### src/logic/pulse_period_freq_pkg.sv
// Purpose: constants, types and register layout for the pulse, period and frequency counter
// Assumes: 25 MHz CLK, APB register access with 32-bit words
// Notes: every register takes one aligned word; bits not listed read as zero
package pulse_period_freq_pkg;
  // clocking and slow timebase
  localparam int unsigned CLK_HZ = 25_000_000;
  localparam int unsigned TB_SLOW_HZ = 100_000;
  localparam int unsigned TB_SLOW_DIV = CLK_HZ / TB_SLOW_HZ;
  localparam logic [7:0] TB_SLOW_LAST = 8'(TB_SLOW_DIV - 1);

  // register byte offsets
  localparam logic [11:0] CTRL_OFF = 12'h000;
  localparam logic [11:0] DIVN_OFF = 12'h004;
  localparam logic [11:0] STATUS_OFF = 12'h008;
  localparam logic [11:0] HIGH_OFF = 12'h00c;
  localparam logic [11:0] LOW_OFF = 12'h010;

  // control field positions
  localparam int CTRL_ARM_BIT = 0;
  localparam int CTRL_MODE_LSB = 4;
  localparam int CTRL_FIRST_BIT = 8;
  localparam int CTRL_SEMI_FIRST_BIT = 9;
  localparam int CTRL_AVG_BIT = 10;
  localparam int CTRL_SRC_SEL_LSB = 12;
  localparam int CTRL_SRC_FALL_BIT = 14;
  localparam int CTRL_GATE_PAIR_BIT = 15;
  localparam int CTRL_SC_FALL_BIT = 16;

  // status field positions
  localparam int STATUS_OVR_BIT = 0;
  localparam int STATUS_DONE_BIT = 1;
  localparam int STATUS_BUSY_BIT = 2;
  localparam int STATUS_LEVEL_LSB = 8;

  // counter fifo
  localparam int FIFO_DEPTH = 8;
  localparam int PTR_W = 3;
  localparam logic [PTR_W:0] FIFO_FULL_LEVEL = 4'h8;

  localparam logic [31:0] DIVN_RESET = 32'h0000_0001;

  typedef enum logic [2:0] {
    MODE_SINGLE_PULSE, MODE_BUF_PULSE, MODE_SC_PULSE, MODE_SINGLE_SEMI,
    MODE_BUF_SEMI, MODE_PERIOD, MODE_WIDTH, MODE_SC_FREQ
  } mode_type;

  typedef enum logic [1:0] {SRC_PIN, SRC_TB_SLOW, SRC_TB_MID, SRC_TB_FAST} src_sel_type;

  typedef enum logic [1:0] {ST_IDLE, ST_WAIT_START, ST_MEASURE, ST_DONE} state_type;

  typedef struct packed {
    logic sc_falling;
    logic gate_from_pair;
    logic src_falling;
    src_sel_type src_sel;
    logic freq_average_enable;
    logic semi_interval_first_select;
    logic first_interval_select;
    mode_type mode;
  } ctrl_type;

  // averaging on by default for buffered frequency
  localparam ctrl_type CTRL_RESET = '{sc_falling: 1'b0, gate_from_pair: 1'b0, src_falling: 1'b0,
    src_sel: SRC_PIN, freq_average_enable: 1'b1, semi_interval_first_select: 1'b0,
    first_interval_select: 1'b0, mode: MODE_SINGLE_PULSE};
endpackage : pulse_period_freq_pkg

### src/logic/pulse_period_freq_counter.sv
// Purpose: one measuring counter with its pair divider, counter fifo and stream output
// Assumes: all pin inputs asynchronous to CLK; APB master per the AMBA rules
// Notes: pin signals must stay stable at least two CLK periods per level to be seen
//
// Local design decisions: the APB register port and the placing of the registers.

// Summary of operation
// - single pulse mode takes a high-interval count and a low-interval count.
// - buffered pulse mode pushes the count into the fifo at every gate edge.
// - after arming, nothing is counted until the chosen starting gate edge, or the sample edge when averaging.
// - starting-edge setting picks high or low interval as first captured value.
// - each sample clock edge stores high and low counts of last finished pulse.
// - no complete pulse between two sample clock edges raises overrun.
// - semi-period is the span between any two consecutive gate edges after arming.
// - source edges of the chosen polarity are counted between bounding gate edges.
// - single semi-period measurement is a single width measurement.
// - buffered semi-period stores one count per gate edge, high or low interval.
// - pulse and semi-period share capture logic; only grouping differs.
// - sample clock capture serves pulse mode, never semi-period mode.
// - one-counter frequency measures one gate period against a known timebase.
// - counters pair as 0 with 1 and 2 with 3 for two-counter methods.
// - known-width gate from pair or function terminal; signal under test is source.
// - pair counter makes one pulse of N source periods to gate the measurer.
// - averaging frequency captures fx cycles and timebase ticks per sample period.
// - averaging enable chooses averaged or single period; defaults to averaging.
// - non-averaging captures the last period completed before the sample edge.
// - fifo values stream out to host over a continuous valid/ready path.
// - armed with gate active, wait for the next transition into active.
module pulse_period_freq_counter
(
  // clock and reset
  input wire logic CLK,
  input wire logic RSTN,
  // apb slave
  input wire logic PSEL,
  input wire logic PENABLE,
  input wire logic PWRITE,
  input wire logic [11:0] PADDR,
  input wire logic [31:0] PWDATA,
  input wire logic [3:0] PSTRB,
  output logic [31:0] PRDATA,
  output logic PREADY,
  output logic PSLVERR,
  // measurement pins; GATE may carry a known-width pulse from a function terminal
  input wire logic GATE,
  input wire logic SRC,
  input wire logic DIV_SRC,
  input wire logic SAMPLE_CLK,
  input wire logic TB_MID,
  input wire logic TB_FAST,
  // pair counter output, the gate of the partner counter
  output logic PAIR_OUT,
  // stream to host memory
  output logic [31:0] STREAM_DATA,
  output logic STREAM_VALID,
  input wire logic STREAM_READY
);
  import pulse_period_freq_pkg::*;
  function automatic logic edge_of(input logic cur, input logic prev, input logic falling);
    edge_of = (cur != prev) && (cur == ~falling);
  endfunction : edge_of
  function automatic logic [31:0] strb_merge(input logic [31:0] old, input logic [31:0] wd,
                                            input logic [3:0] strb);
    for (int i = 0; i < 4; i++) begin
      strb_merge[8*i +: 8] = strb[i] ? wd[8*i +: 8] : old[8*i +: 8];
    end
  endfunction : strb_merge
  // pin synchronisers: gate, src, div_src, sample clk, mid, fast
  logic [5:0] pin_meta_q, pin_sync_q, pin_prev_q;
  logic [7:0] tb_cnt_q;
  logic tb_tick_q;
  ctrl_type ctrl_q;
  logic [31:0] ctrl_word, divn_q, hi_q, lo_q, pair_hi_q, pair_lo_q, count_q, emb_q;
  logic [31:0] pend_q, out_data_q, div_cnt_q, rdata_d;
  state_type state_q;
  logic phase_q, pulse_new_q, pend_valid_q, ovr_q, done_q, pair_out_q, div_run_q, out_valid_q;
  logic [31:0] mem_q [FIFO_DEPTH];
  logic [PTR_W-1:0] wr_ptr_q, rd_ptr_q;
  logic [PTR_W:0] level_q;
  always_ff @(posedge CLK or negedge RSTN) begin
    if (!RSTN) begin
      pin_meta_q <= 6'h00;
      pin_sync_q <= 6'h00;
      pin_prev_q <= 6'h00;
    end else begin
      pin_meta_q <= {TB_FAST, TB_MID, SAMPLE_CLK, DIV_SRC, SRC, GATE};
      pin_sync_q <= pin_meta_q;
      pin_prev_q <= pin_sync_q;
    end
  end
  // slow timebase as a one-cycle enable
  always_ff @(posedge CLK or negedge RSTN) begin
    if (!RSTN) begin
      tb_cnt_q <= 8'h00;
      tb_tick_q <= 1'b0;
    end else begin
      tb_tick_q <= (tb_cnt_q == TB_SLOW_LAST);
      tb_cnt_q <= (tb_cnt_q == TB_SLOW_LAST) ? 8'h00 : tb_cnt_q + 8'h01;
    end
  end
  // apb decode
  wire apb_setup = PSEL & ~PENABLE;
  wire apb_wr = PSEL & PENABLE & PWRITE;
  wire hit_ctrl = (PADDR == CTRL_OFF);
  wire hit_divn = (PADDR == DIVN_OFF);
  wire hit_status = (PADDR == STATUS_OFF);
  wire hit_any = hit_ctrl | hit_divn | hit_status | (PADDR == HIGH_OFF) | (PADDR == LOW_OFF);
  wire arm = apb_wr & hit_ctrl & PSTRB[0] & PWDATA[CTRL_ARM_BIT];
  wire ovr_clear = apb_wr & hit_status & PSTRB[0] & PWDATA[STATUS_OVR_BIT];
  wire [31:0] ctrl_wdata = strb_merge(ctrl_word, PWDATA, PSTRB);
  always_comb begin
    ctrl_word = 32'h0000_0000;
    ctrl_word[CTRL_MODE_LSB +: 3] = ctrl_q.mode;
    ctrl_word[CTRL_FIRST_BIT] = ctrl_q.first_interval_select;
    ctrl_word[CTRL_SEMI_FIRST_BIT] = ctrl_q.semi_interval_first_select;
    ctrl_word[CTRL_AVG_BIT] = ctrl_q.freq_average_enable;
    ctrl_word[CTRL_SRC_SEL_LSB +: 2] = ctrl_q.src_sel;
    ctrl_word[CTRL_SRC_FALL_BIT] = ctrl_q.src_falling;
    ctrl_word[CTRL_GATE_PAIR_BIT] = ctrl_q.gate_from_pair;
    ctrl_word[CTRL_SC_FALL_BIT] = ctrl_q.sc_falling;
  end
  always_comb begin
    rdata_d = 32'h0000_0000;
    case (PADDR)
      CTRL_OFF: rdata_d = ctrl_word;
      DIVN_OFF: rdata_d = divn_q;
      STATUS_OFF: begin
        rdata_d[STATUS_OVR_BIT] = ovr_q;
        rdata_d[STATUS_DONE_BIT] = done_q;
        rdata_d[STATUS_BUSY_BIT] = (state_q == ST_WAIT_START) || (state_q == ST_MEASURE);
        rdata_d[STATUS_LEVEL_LSB +: PTR_W+1] = level_q;
      end
      HIGH_OFF: rdata_d = hi_q;
      LOW_OFF: rdata_d = lo_q;
      default: rdata_d = 32'h0000_0000;
    endcase
  end
  // read data is latched in setup so the access phase answers at once
  assign PREADY = PSEL & PENABLE;
  assign PSLVERR = PSEL & PENABLE & ~hit_any;
  always_ff @(posedge CLK or negedge RSTN) begin
    if (!RSTN) begin
      PRDATA <= 32'h0000_0000;
      ctrl_q <= CTRL_RESET;
      divn_q <= DIVN_RESET;
    end else begin
      if (apb_setup) PRDATA <= rdata_d;
      if (apb_wr && hit_ctrl) begin
        ctrl_q.mode <= mode_type'(ctrl_wdata[CTRL_MODE_LSB +: 3]);
        ctrl_q.first_interval_select <= ctrl_wdata[CTRL_FIRST_BIT];
        ctrl_q.semi_interval_first_select <= ctrl_wdata[CTRL_SEMI_FIRST_BIT];
        ctrl_q.freq_average_enable <= ctrl_wdata[CTRL_AVG_BIT];
        ctrl_q.src_sel <= src_sel_type'(ctrl_wdata[CTRL_SRC_SEL_LSB +: 2]);
        ctrl_q.src_falling <= ctrl_wdata[CTRL_SRC_FALL_BIT];
        ctrl_q.gate_from_pair <= ctrl_wdata[CTRL_GATE_PAIR_BIT];
        ctrl_q.sc_falling <= ctrl_wdata[CTRL_SC_FALL_BIT];
      end
      if (apb_wr && hit_divn) divn_q <= strb_merge(divn_q, PWDATA, PSTRB);
    end
  end
  // pair divider pulse
  // high from the first DIV_SRC rising edge after arming, low after N periods
  wire div_ev = pin_sync_q[2] & ~pin_prev_q[2];
  wire [31:0] div_last = (divn_q == 32'h0000_0000) ? 32'h0000_0000 : divn_q - 32'h0000_0001;
  always_ff @(posedge CLK or negedge RSTN) begin
    if (!RSTN) begin
      pair_out_q <= 1'b0;
      div_run_q <= 1'b0;
      div_cnt_q <= 32'h0000_0000;
    end else if (arm) begin
      pair_out_q <= 1'b0;
      div_run_q <= 1'b1;
      div_cnt_q <= 32'h0000_0000;
    end else if (div_run_q && div_ev) begin
      if (!pair_out_q) begin
        pair_out_q <= 1'b1;
      end else if (div_cnt_q == div_last) begin
        pair_out_q <= 1'b0;
        div_run_q <= 1'b0;
      end else begin
        div_cnt_q <= div_cnt_q + 32'h0000_0001;
      end
    end
  end
  assign PAIR_OUT = pair_out_q;
  // gate from pin or partner pulse
  wire gate_cur = ctrl_q.gate_from_pair ? pair_out_q : pin_sync_q[0];
  logic gate_prev_q;
  always_ff @(posedge CLK or negedge RSTN) begin
    if (!RSTN) gate_prev_q <= 1'b0;
    else gate_prev_q <= gate_cur;
  end
  wire g_rise = gate_cur & ~gate_prev_q;
  wire g_fall = ~gate_cur & gate_prev_q;
  wire g_edge = g_rise | g_fall;
  logic src_cur, src_prev;
  always_comb begin
    case (ctrl_q.src_sel)
      SRC_TB_MID: begin src_cur = pin_sync_q[4]; src_prev = pin_prev_q[4]; end
      SRC_TB_FAST: begin src_cur = pin_sync_q[5]; src_prev = pin_prev_q[5]; end
      default: begin src_cur = pin_sync_q[1]; src_prev = pin_prev_q[1]; end
    endcase
  end
  wire src_ev = (ctrl_q.src_sel == SRC_TB_SLOW) ? tb_tick_q : edge_of(src_cur, src_prev, ctrl_q.src_falling);
  wire sc_ev = edge_of(pin_sync_q[3], pin_prev_q[3], ctrl_q.sc_falling);
  // mode decode
  wire m_semi = (ctrl_q.mode == MODE_SINGLE_SEMI) || (ctrl_q.mode == MODE_BUF_SEMI);
  wire m_buf = (ctrl_q.mode == MODE_BUF_PULSE) || (ctrl_q.mode == MODE_BUF_SEMI);
  wire m_scp = (ctrl_q.mode == MODE_SC_PULSE);
  wire m_scf = (ctrl_q.mode == MODE_SC_FREQ);
  wire m_avg = m_scf & ctrl_q.freq_average_enable;
  wire m_one = (ctrl_q.mode == MODE_SINGLE_SEMI) || (ctrl_q.mode == MODE_WIDTH);
  wire measuring = (state_q == ST_MEASURE);
  wire first_low = m_semi ? ctrl_q.semi_interval_first_select : ctrl_q.first_interval_select;
  // start on a transition into the measured level, or on a sample edge when averaging
  wire start_edge = m_avg ? sc_ev : ((first_low & ~m_scf & ctrl_q.mode != MODE_PERIOD) ? g_fall : g_rise);
  wire buf_push = measuring & m_buf & g_edge;
  // sample edge emits last finished pulse
  // sample capture exists only for pulse and frequency modes
  wire sc_push = measuring & sc_ev & ((m_scp | (m_scf & ~m_avg)) ? pulse_new_q : m_avg);
  wire push_req = buf_push | sc_push;
  wire [31:0] push_data = m_buf ? count_q : (m_avg ? emb_q : pair_hi_q);
  wire pend_set = sc_push & (m_scp | m_avg);
  wire [31:0] pend_d = m_scp ? pair_lo_q : count_q;
  // slow fx shows as an empty averaging window
  wire sc_miss = measuring & sc_ev & (((m_scp | (m_scf & ~m_avg)) & ~pulse_new_q) | (m_avg & (emb_q == 32'h0000_0000)));
  wire fifo_full = (level_q == FIFO_FULL_LEVEL);
  wire fifo_wr = (pend_valid_q | push_req) & ~fifo_full;
  wire [31:0] fifo_wdata = pend_valid_q ? pend_q : push_data;
  wire lost = ((pend_valid_q | push_req) & fifo_full) | (pend_valid_q & push_req);
  wire fifo_rd = (level_q != '0) & (~out_valid_q | STREAM_READY);
  wire [31:0] next_hi = g_fall ? count_q : hi_q;
  wire [31:0] next_lo = g_rise ? count_q : lo_q;
  wire [31:0] count_restart = src_ev ? 32'h0000_0001 : 32'h0000_0000;
  always_ff @(posedge CLK or negedge RSTN) begin
    if (!RSTN) begin
      state_q <= ST_IDLE;
      count_q <= 32'h0000_0000;
      emb_q <= 32'h0000_0000;
      hi_q <= 32'h0000_0000;
      lo_q <= 32'h0000_0000;
      pair_hi_q <= 32'h0000_0000;
      pair_lo_q <= 32'h0000_0000;
      phase_q <= 1'b0;
      pulse_new_q <= 1'b0;
      done_q <= 1'b0;
    end else if (arm) begin
      // arming clears count and capture state
      state_q <= ST_WAIT_START;
      count_q <= 32'h0000_0000;
      emb_q <= 32'h0000_0000;
      phase_q <= 1'b0;
      pulse_new_q <= 1'b0;
      done_q <= 1'b0;
    end else begin
      case (state_q)
        ST_WAIT_START: begin
          if (start_edge) state_q <= ST_MEASURE;
        end
        ST_MEASURE: begin
          // count source edges inside the interval
          count_q <= count_q + (src_ev ? 32'h0000_0001 : 32'h0000_0000);
          if (m_avg && g_rise) emb_q <= emb_q + 32'h0000_0001;
          if (m_avg && sc_ev) begin
            count_q <= count_restart;
            emb_q <= g_rise ? 32'h0000_0001 : 32'h0000_0000;
          end
          if (m_scp && sc_ev) pulse_new_q <= 1'b0;
          // period just before the sample edge
          if (m_scf && !m_avg && g_rise) begin
            pair_hi_q <= count_q;
            pulse_new_q <= 1'b1;
            count_q <= count_restart;
          end
          if (g_edge && !m_scf) begin
            count_q <= count_restart;
            hi_q <= next_hi;
            lo_q <= next_lo;
            phase_q <= ~phase_q;
            case (ctrl_q.mode)
              MODE_SINGLE_PULSE: if (phase_q) begin
                state_q <= ST_DONE;
                done_q <= 1'b1;
              end
              // any two consecutive edges bound it
              MODE_SINGLE_SEMI, MODE_WIDTH: begin
                state_q <= ST_DONE;
                done_q <= 1'b1;
              end
              // one full period from rise to rise
              MODE_PERIOD: if (g_rise) begin
                hi_q <= count_q;
                state_q <= ST_DONE;
                done_q <= 1'b1;
              end else begin
                count_q <= count_q + (src_ev ? 32'h0000_0001 : 32'h0000_0000);
                hi_q <= hi_q;
                lo_q <= lo_q;
              end
              MODE_SC_PULSE: if (phase_q) begin
                pair_hi_q <= next_hi;
                pair_lo_q <= next_lo;
                pulse_new_q <= 1'b1;
              end
              default: ;
            endcase
          end
        end
        default: ;
      endcase
    end
  end
  // overrun: a new error wins over a same-cycle clear
  always_ff @(posedge CLK or negedge RSTN) begin
    if (!RSTN) ovr_q <= 1'b0;
    else if (sc_miss || lost) ovr_q <= 1'b1;
    else if (ovr_clear) ovr_q <= 1'b0;
  end
  // pulse pairs go out as two consecutive words
  always_ff @(posedge CLK or negedge RSTN) begin
    if (!RSTN) begin
      pend_valid_q <= 1'b0;
      pend_q <= 32'h0000_0000;
    end else if (arm) begin
      pend_valid_q <= 1'b0;
    end else begin
      pend_valid_q <= pend_set;
      if (pend_set) pend_q <= pend_d;
    end
  end
  always_ff @(posedge CLK or negedge RSTN) begin
    if (!RSTN) begin
      wr_ptr_q <= '0;
      rd_ptr_q <= '0;
      level_q <= '0;
      out_valid_q <= 1'b0;
      out_data_q <= 32'h0000_0000;
    end else begin
      if (fifo_wr) wr_ptr_q <= wr_ptr_q + 1'b1;
      if (fifo_rd) rd_ptr_q <= rd_ptr_q + 1'b1;
      level_q <= level_q + (fifo_wr ? 4'h1 : 4'h0) - (fifo_rd ? 4'h1 : 4'h0);
      if (fifo_rd) begin
        out_data_q <= mem_q[rd_ptr_q];
        out_valid_q <= 1'b1;
      end else if (STREAM_READY) begin
        out_valid_q <= 1'b0;
      end
    end
  end

  always_ff @(posedge CLK) begin
    if (fifo_wr) mem_q[wr_ptr_q] <= fifo_wdata;
  end

  assign STREAM_DATA = out_data_q;
  assign STREAM_VALID = out_valid_q;
endmodule : pulse_period_freq_counter

### config.mk
export PLATFORM = sky130hd
export DESIGN_NAME = pulse_period_freq_counter
export DESIGN_NICKNAME = d
export VERILOG_FILES = /design/src/logic/pulse_period_freq_pkg.sv /design/src/logic/pulse_period_freq_counter.sv
export SDC_FILE = /design/constraint.sdc
export NUM_CORES = 1
export LEC_CHECK = 0
export BUFFER_PORTS_ARGS = -buffer_cell sky130_fd_sc_hd__buf_4
export CAP_MARGIN = 25
export CORE_MARGIN = 5
export CORE_UTILIZATION = 50
export CTS_BUF_LIST = sky130_fd_sc_hd__clkbuf_4
export CTS_CLUSTER_DIAMETER = 200
export DETAILED_ROUTE_END_ITERATION = 16
export PLACE_DENSITY = 0.67
export REMOVE_ABC_BUFFERS = 1
export SLEW_MARGIN = 30
export SYNTH_ARGS = -nofsm -noshare
export SYNTH_HDL_FRONTEND = slang
export SYNTH_SLANG_ARGS = --single-unit
### constraint.sdc
create_clock -name CLK -period 7.29 [get_ports CLK]
set_input_delay 1.0935 -clock CLK [delete_from_list [all_inputs] [get_ports CLK]]
set_output_delay 1.0935 -clock CLK [all_outputs]
set_load 0.005 [all_outputs]
Word-level counts from Yosys, hierarchy flattened
Memories as Yosys holds them, arrays and structs flattened. A register that Yosys moved wholly into a read port is not among the register bits.
Index checks and enable logic that the tools add are counted.

word-level totals
  register bits = 379
  memory bits (writable) = 256
  input bits = 60
  output and inout bits = 68
  logic and storage cells = 273
  memories = 1

operators by class
  add/subtract/negate cells = 9
  eq/ne operators = 33
  muxes and demuxes = 85
  bitwise operators = 55
  reduce and logical (&&, ||, !) cells = 51

memory list
  memory  depth  bits a word  rd ports  clocked after Yosys merged registers in  write ports  line                             source
  mem_q   8      32           1         1                                        1            pulse_period_freq_counter.sv:77  logic [31:0] mem_q [FIFO_DEPTH];

operators by type and width
  kind                                                   count
  two-way mux 32 bit                                     30
  one-hot mux 20 bit (4 select lines)                    1
  adder 32 x 1 -> 32 bit (second input constant)         2
  logical NOT 32 bit                                     2
  two-way mux 1 bit                                      40
  adder 32 x 1 -> 32 bit                                 1
  equality test 32 bit                                   1
  subtractor 32 x 1 -> 32 bit (second input constant)    1
  AND 1 bit                                              29
  equality test 12 x 4 -> 1 bit (second input constant)  2
  AND reduction 2 bit                                    11
  one-hot mux 4 bit (5 select lines)                     1
  one-hot mux 5 bit (4 select lines)                     1
  inverter 1 bit                                         14
  nonzero test 2 bit                                     7
  equality test 12 x 3 -> 1 bit (second input constant)  1
  equality test 12 x 5 -> 1 bit (second input constant)  1
  equality test 3 bit (second input constant)            4
  logical NOT 12 bit                                     1
  inequality test 3 bit (second input constant)          4
  OR 1 bit                                               12
  one-hot mux 3 bit (4 select lines)                     1
  logical AND 1 bit                                      11
  two-way mux 2 bit                                      5
  31 further kinds                                       50

Depth between registers and ports, before layout
  word-level depth = 13
  mapped depth = 18
  depth with buffers taken out = 18

Worst setup path before layout
Ideal clock, no wire load.

  path type = register to register
  from = register state_q[0]
  to = memory mem_q[1][0] (enable)
  setup time = 0.513 ns
  data arrival time = 5.219 ns
  required time = 6.777 ns
  setup slack = 1.558 ns
  cell stages (with the launch flop) = 10
  path buffers = 1
  clock period less this slack = 5.732 ns
  cells stage by stage = dfrtp_1 > inv_1 > ha_1 > clkbuf_1 > inv_1 > o41ai_1 > nor2_1 > a21oi_1 > inv_1 > nor4b_1

on the way
  word-level cells in the longest chain between the ends = 8
  elaborated cells on any way between the ends = 10
  those cells by class = eq/ne: 1; mux: 2; bitwise: 7

RTL lines
  what                                               line                                                                source
  start, declared                                    pulse_period_freq_counter.sv:75                                     state_type state_q;
  start signal, assigned                             pulse_period_freq_counter.sv:237                                    state_q <= ST_IDLE;
  start signal, assigned                             pulse_period_freq_counter.sv:249                                    state_q <= ST_WAIT_START;
  start signal, assigned                             pulse_period_freq_counter.sv:258                                    if (start_edge) state_q <= ST_MEASURE;
  equality test 2 bit (*)                            pulse_period_freq_counter.sv:213                                    wire measuring = (state_q == ST_MEASURE);
  AND 1 bit, on equally long branches (2 in series)  pulse_period_freq_counter.sv:217, pulse_period_freq_counter.sv:220
  OR 1 bit (*)                                       pulse_period_freq_counter.sv:221                                    wire push_req = buf_push | sc_push;
  OR 1 bit (*)                                       pulse_period_freq_counter.sv:228                                    wire fifo_wr = (pend_valid_q | push_req) & ~fifo_full;
  AND 1 bit (*)                                      pulse_period_freq_counter.sv:228
  two-way mux 1 bit (*)                              pulse_period_freq_counter.sv:352                                    if (fifo_wr) mem_q[wr_ptr_q] <= fifo_wdata;
  two-way mux 1 bit (not written as such) (*)        pulse_period_freq_counter.sv:352
  end, declared                                      pulse_period_freq_counter.sv:77

Mark *: on every way between the ends. The rest lies on a longest branch, timed or not.

Final worst setup path
  from = register ctrl_q[9] (netlist bit)
  to = register emb_q[27]

on the way
  word-level cells in the longest chain between the ends = 5

RTL lines
  what                           line                              source
  start, declared                pulse_period_freq_counter.sv:72   ctrl_type ctrl_q;
  two-way mux 1 bit              pulse_period_freq_counter.sv:187  wire gate_cur = ctrl_q.gate_from_pair ? pair_out_q : pin_sync_q[0];
  net gate_cur                   pulse_period_freq_counter.sv:187
  AND 1 bit                      pulse_period_freq_counter.sv:193  wire g_rise = gate_cur & ~gate_prev_q;
  logical AND 1 bit              pulse_period_freq_counter.sv:263  if (m_avg && g_rise) emb_q <= emb_q + 32'h0000_0001;
  nonzero test 3 bit (no line)   n/a
  AND reduction 2 bit (no line)  n/a
  end signal, assigned           pulse_period_freq_counter.sv:263
  end signal, assigned           pulse_period_freq_counter.sv:266  emb_q <= g_rise ? 32'h0000_0001 : 32'h0000_0000;
  end, declared                  pulse_period_freq_counter.sv:73   logic [31:0] ctrl_word, divn_q, hi_q, lo_q, pair_hi_q, pair_lo_q, count_q, emb_q;

The timed path passes the listed nets, and every way through them passes these cells.
A chain may end at the register's enable or synchronous reset.

==> flow_summary_export.csv <==
group,metric,value,unit
pwr,power.net_switching,2.37,mW
timing,final_period_demand_of_the_worst_path,4.43,ns
synthesis,synthDistinctLibCells,76,
synthesis,post_synth_instance_area,30900,sq um
synthesis,syn_inst_count,2646,
global_routing,vias_in_the_first_global_route,22200,
cts,clk_latency,1.03,ns
pwr,combPwrFrac,0.137,
placement,portBuffers,127,
pwr,p_clk_frac,0.387,
layout,nNetsFinal,2877,
synthesis,adder_cell_area_share_of_the_yosys_netlist,0.00876,
detailed_routing,viasPerCell,5.92,
min_path,hold_path.class,"in -> reg",
cts,cts_buffer_depth,3,
synthesis,post_synthesis_sequential_element_count,666,
setup_path,cp_max_fo,38,
global_routing,grt_first_pass_wirelength,124000,um
timing,post-route-period-util,0.608,
global_routing,grt_antenna_before_repair,1,
cts,cts_resized,0,
pwr,netSwitchingFraction,0.266,
timing,timing.slew.headroom,0.339,
synthesis,number_of_synthesized_flops_with_an_enable_pin,256,
timing,report.final.slew_viol_count,0,
placement,placed_cells,3408,
timing,final_layout_setup_total_negative_slack,0,ns
layout,final_util,0.569,
detailed_routing,first_pass_iters,7,
global_routing,grt_total_ovfl,0,
floorplanning,initial_core_util,0.503,
global_routing,largest_net_degree_at_the_start_of_global_routing,126,
setup_path,critical_path.cell_chain,"mux2i_1 > inv_1 > ha_2 > buf_4 > inv_1 > o211a_1 > o32ai_2 > nor4bb_1 > and3_1 > and2_0 > nor3b_2 > nand4_1 > or3_1 > a21oi_1",
synthesis,yosysSeqAreaShare,0.582,
detailed_routing,post_drt_wl_per_cell,21.0,um
cts,clk_root_buffer_cell,"sky130_fd_sc_hd__clkbuf_4",
setup_path,worst-endpoint-arrival,5.32,ns
global_routing,global_route.usage.total,0.234,
pwr,peakVddDrop,144,uV
layout,finish.instance_area,34900,sq um
synthesis,synth-async-reset-ratio,0.616,
synthesis,post_synthesis_share_of_cell_area_spent_on_and_or_nand_and_nor_gates,0.119,
setup_path,timing.critical_path.from_type,"register",
cts,clock_sinks,666,
detailed_routing,drt-initial-drc-count,1765,
detailed_routing,remaining_drc_errors,0,
setup_path,critical_path.n_buffers_inverters,3,
synthesis,synth.mux.area_fraction,0.130,
pwr,share_seq_of_total_power,0.476,
synthesis,synth_top_flop_cell,"sky130_fd_sc_hd__dfrtp_1",
timing,worst_pin_slew,0.982,ns
setup_path,cp_data_required_time,8.18,ns
floorplanning,pin_count,128,
pwr,pwr_density_cell,255,nW/um^2
timing,fin_worst_skew,0.0785,ns
layout,register_with_the_most_flip_flops,"mem_q",
layout,area.sequential,18000,sq um
layout,fill_cells,5104,
pwr,report.power.total,8.89,mW
cts,clkTransAtPathRegs,0.07,ns
setup_path,cp_slowest_stage_delay,0.55,ns
timing,clock.fmax,226,MHz
layout,largest_register_ffs,256,
floorplanning,floorplan_core_area,61400,sq um
synthesis,area_fraction_in_compound_gates_after_synthesis,0.110,
pwr,leakagePower,14.7,nW
layout,stdcell_count,3725,
timing,finalHoldViolations,0,
outcome,result_of_the_run,"finished, final reports clean",
setup_path,endpoint_type_of_the_worst_setup_path,"register",
setup_path,crit_family,"simple AND/OR/NAND/NOR gates",
cts,cts_tree,"done",
cts,cts-buffers-inserted,173,
layout,layout-drive-gt1-share,0.237,
floorplanning,die-height,258,um
setup_path,worst_path_most_repeated_cell,"sky130_fd_sc_hd__inv_1",
layout,footprint_of_the_multi_input_gates,12100,sq um
synthesis,synth_warnings,0,
job,maxCapViolations,0,
synthesis,post_synth.cell_area_avg,11.7,sq um
pwr,internal_power,6.52,mW
floorplanning,row_count,91,
floorplanning,dieWidth,258,um
detailed_routing,drt.antenna.violating_nets,0,
synthesis,dominant_combinational_cell_family_by_area_after_synthesis,"multiplexers",
setup_path,slowest_stage,"sky130_fd_sc_hd__buf_4",
timing,rsz0062_at_grt,"false",
detailed_routing,totalWireLength,78300,um
floorplanning,design.die.area,66800,sq um
setup_path,class_of_the_most_critical_setup_path,"reg -> reg",
placement,placed_cell_area,32500,sq um
placement,hpwl,50600,um
placement,placer_s_final_routability_congestion_estimate,0.921,
cts,h-tree-depth,4,
layout,area.growth.synth_to_final,13.1,%
synthesis,synth_xor_area_frac,0.0203,
timing,final_number_of_setup_violating_endpoints,0,
detailed_routing,dr_total_vias,22100,
==> logic make-up after synthesis <==
kind of cell | count (synthesis)
buffers and inverters | 234
AOI/OAI and AO/OA | 579
xor gates and xnor gates | 70
and+or+nand+nor | 771
DFF | 666
adders and majority gates | 21
muxes | 305
==> synthesized netlist by cell type, drive strengths merged, types with 6 or more instances <==
master | instances | share of area
ha | 20 | 0.0081
nand3 | 45 | 0.0073
o211ai | 11 | 0.0027
nand3b | 7 | 0.0017
a222oi | 32 | 0.010
a21o | 14 | 0.0034
and2 | 13 | 0.0026
nand4 | 30 | 0.0061
nor2 | 175 | 0.021
a31oi | 12 | 0.0024
mux2 | 138 | 0.050
buf | 33 | 0.0054
nor3b | 12 | 0.0031
a211oi | 6 | 0.0015
xor2 | 29 | 0.0082
a21oi | 194 | 0.032
nand4b | 6 | 0.0017
nand2 | 315 | 0.038
nor3 | 34 | 0.0060
dfrtp | 408 | 0.33
clkbuf | 163 | 0.020
o31ai | 10 | 0.0024
edfxtp | 256 | 0.25
nand2b | 6 | 0.0012
and3 | 38 | 0.0077
xnor2 | 40 | 0.011
or4 | 22 | 0.0055
a22oi | 6 | 0.0015
a22o | 9 | 0.0026
mux4 | 64 | 0.047
o22ai | 37 | 0.0075
nor4 | 21 | 0.0054
or3 | 28 | 0.0058
o21ai | 220 | 0.036
mux2i | 103 | 0.033
inv | 38 | 0.0046
==> cell usage in the layout, fill, tap and decap left out, types with 10 or more instances in the layout <==
cell	n
sky130_fd_sc_hd__or4_1	21
sky130_fd_sc_hd__and2_1	11
sky130_fd_sc_hd__a21oi_1	192
sky130_fd_sc_hd__inv_1	38
sky130_fd_sc_hd__a21o_1	14
sky130_fd_sc_hd__dfrtp_1	405
sky130_fd_sc_hd__a222oi_1	32
sky130_fd_sc_hd__nand2_1	313
sky130_fd_sc_hd__o22ai_1	37
sky130_fd_sc_hd__xor2_1	29
sky130_fd_sc_hd__buf_4	163
sky130_fd_sc_hd__o21ai_0	189
sky130_fd_sc_hd__nor2_1	171
sky130_fd_sc_hd__a31oi_1	12
sky130_fd_sc_hd__or3_1	26
sky130_fd_sc_hd__mux2_2	138
sky130_fd_sc_hd__ha_1	19
sky130_fd_sc_hd__clkinv_1	30
sky130_fd_sc_hd__o211ai_1	11
sky130_fd_sc_hd__and3_1	38
sky130_fd_sc_hd__o21ai_1	31
sky130_fd_sc_hd__nor4_1	17
sky130_fd_sc_hd__nor3_1	25
sky130_fd_sc_hd__clkbuf_4	258
sky130_fd_sc_hd__o31ai_1	10
sky130_fd_sc_hd__nand4_1	30
sky130_fd_sc_hd__nand3_1	45
sky130_fd_sc_hd__xnor2_1	40
sky130_fd_sc_hd__mux2i_1	103
sky130_fd_sc_hd__edfxtp_1	256
sky130_fd_sc_hd__mux4_2	64
==> cell type report <==
class,count,share of cell area
Multi-Input combinational cell,1746,0.347
Tap cell,790,0.0283
Timing Repair Buffer,171,0.0381
Antenna cell,1,0.0000717
Clock inverter,55,0.0130
Clock buffer,258,0.0555
Sequential cell,666,0.514
Inverter,38,0.00408
==> worst paths after layout <==
kind / start / to / slack, ns / cells past startpoint
setup / recovery: ctrl_q[9] / emb_q[27] / 2.86 / 14
hold / removal: SRC / pin_meta_q[1] / 0.21 / 1
setup reg to reg: ctrl_q[9] / emb_q[27] / 2.86 / 14
hold reg to reg: pin_meta_q[3] / pin_sync_q[3] / 0.35 / 0
max in group asynchronous: RSTN / ctrl_q[3] / 5.41 / 3
min in group asynchronous: RSTN / STREAM_DATA[7] / 0.69 / 2
==> power by group through the flow <==
| stage | Combinational (mW) | Clock [mW] | Sequential (mW) |
|---|---|---|---|
| 2_1_floorplan | 0.714 | 0 | 4.32 |
| 3_3_place_gp | 1.20 | 0 | 4.31 |
| 3_5_place_dp | 1.23 | 0 | 4.31 |
| 4_1_cts | 1.23 | 3.54 | 4.23 |
| 5_1_grt | 1.33 | 3.76 | 4.26 |
| 6_report | 1.22 | 3.44 | 4.23 |
==> routing by layer <==
metal	vias to the layer above	wire length, um	track usage	part of all wire
met3	147	5250	0.0526	0.067
met2	797	38000	0.376	0.49
met4	0	2050	0.0851	0.026
li1	10200	-	-	-
met1	10900	33000	0.318	0.42
met5	-	0	0	0
==> metrics by stage <==
step	setup slack [ns]	hold WS [ns]
detailed placement	2.54	0.336
CTS	2.86	0.101
global route	2.44	0.115
floorplan	-0.0577	0.331
finish	2.86	0.213
global placement	2.55	0.335
==> timing repair <==
item                                    CTS  global route
endpoints found under the setup margin    0             0
buffers inserted                          0             0
hold buffers                              1             0
hold endpoints to repair                  6             0
Power figures use the tool's default switching activity.
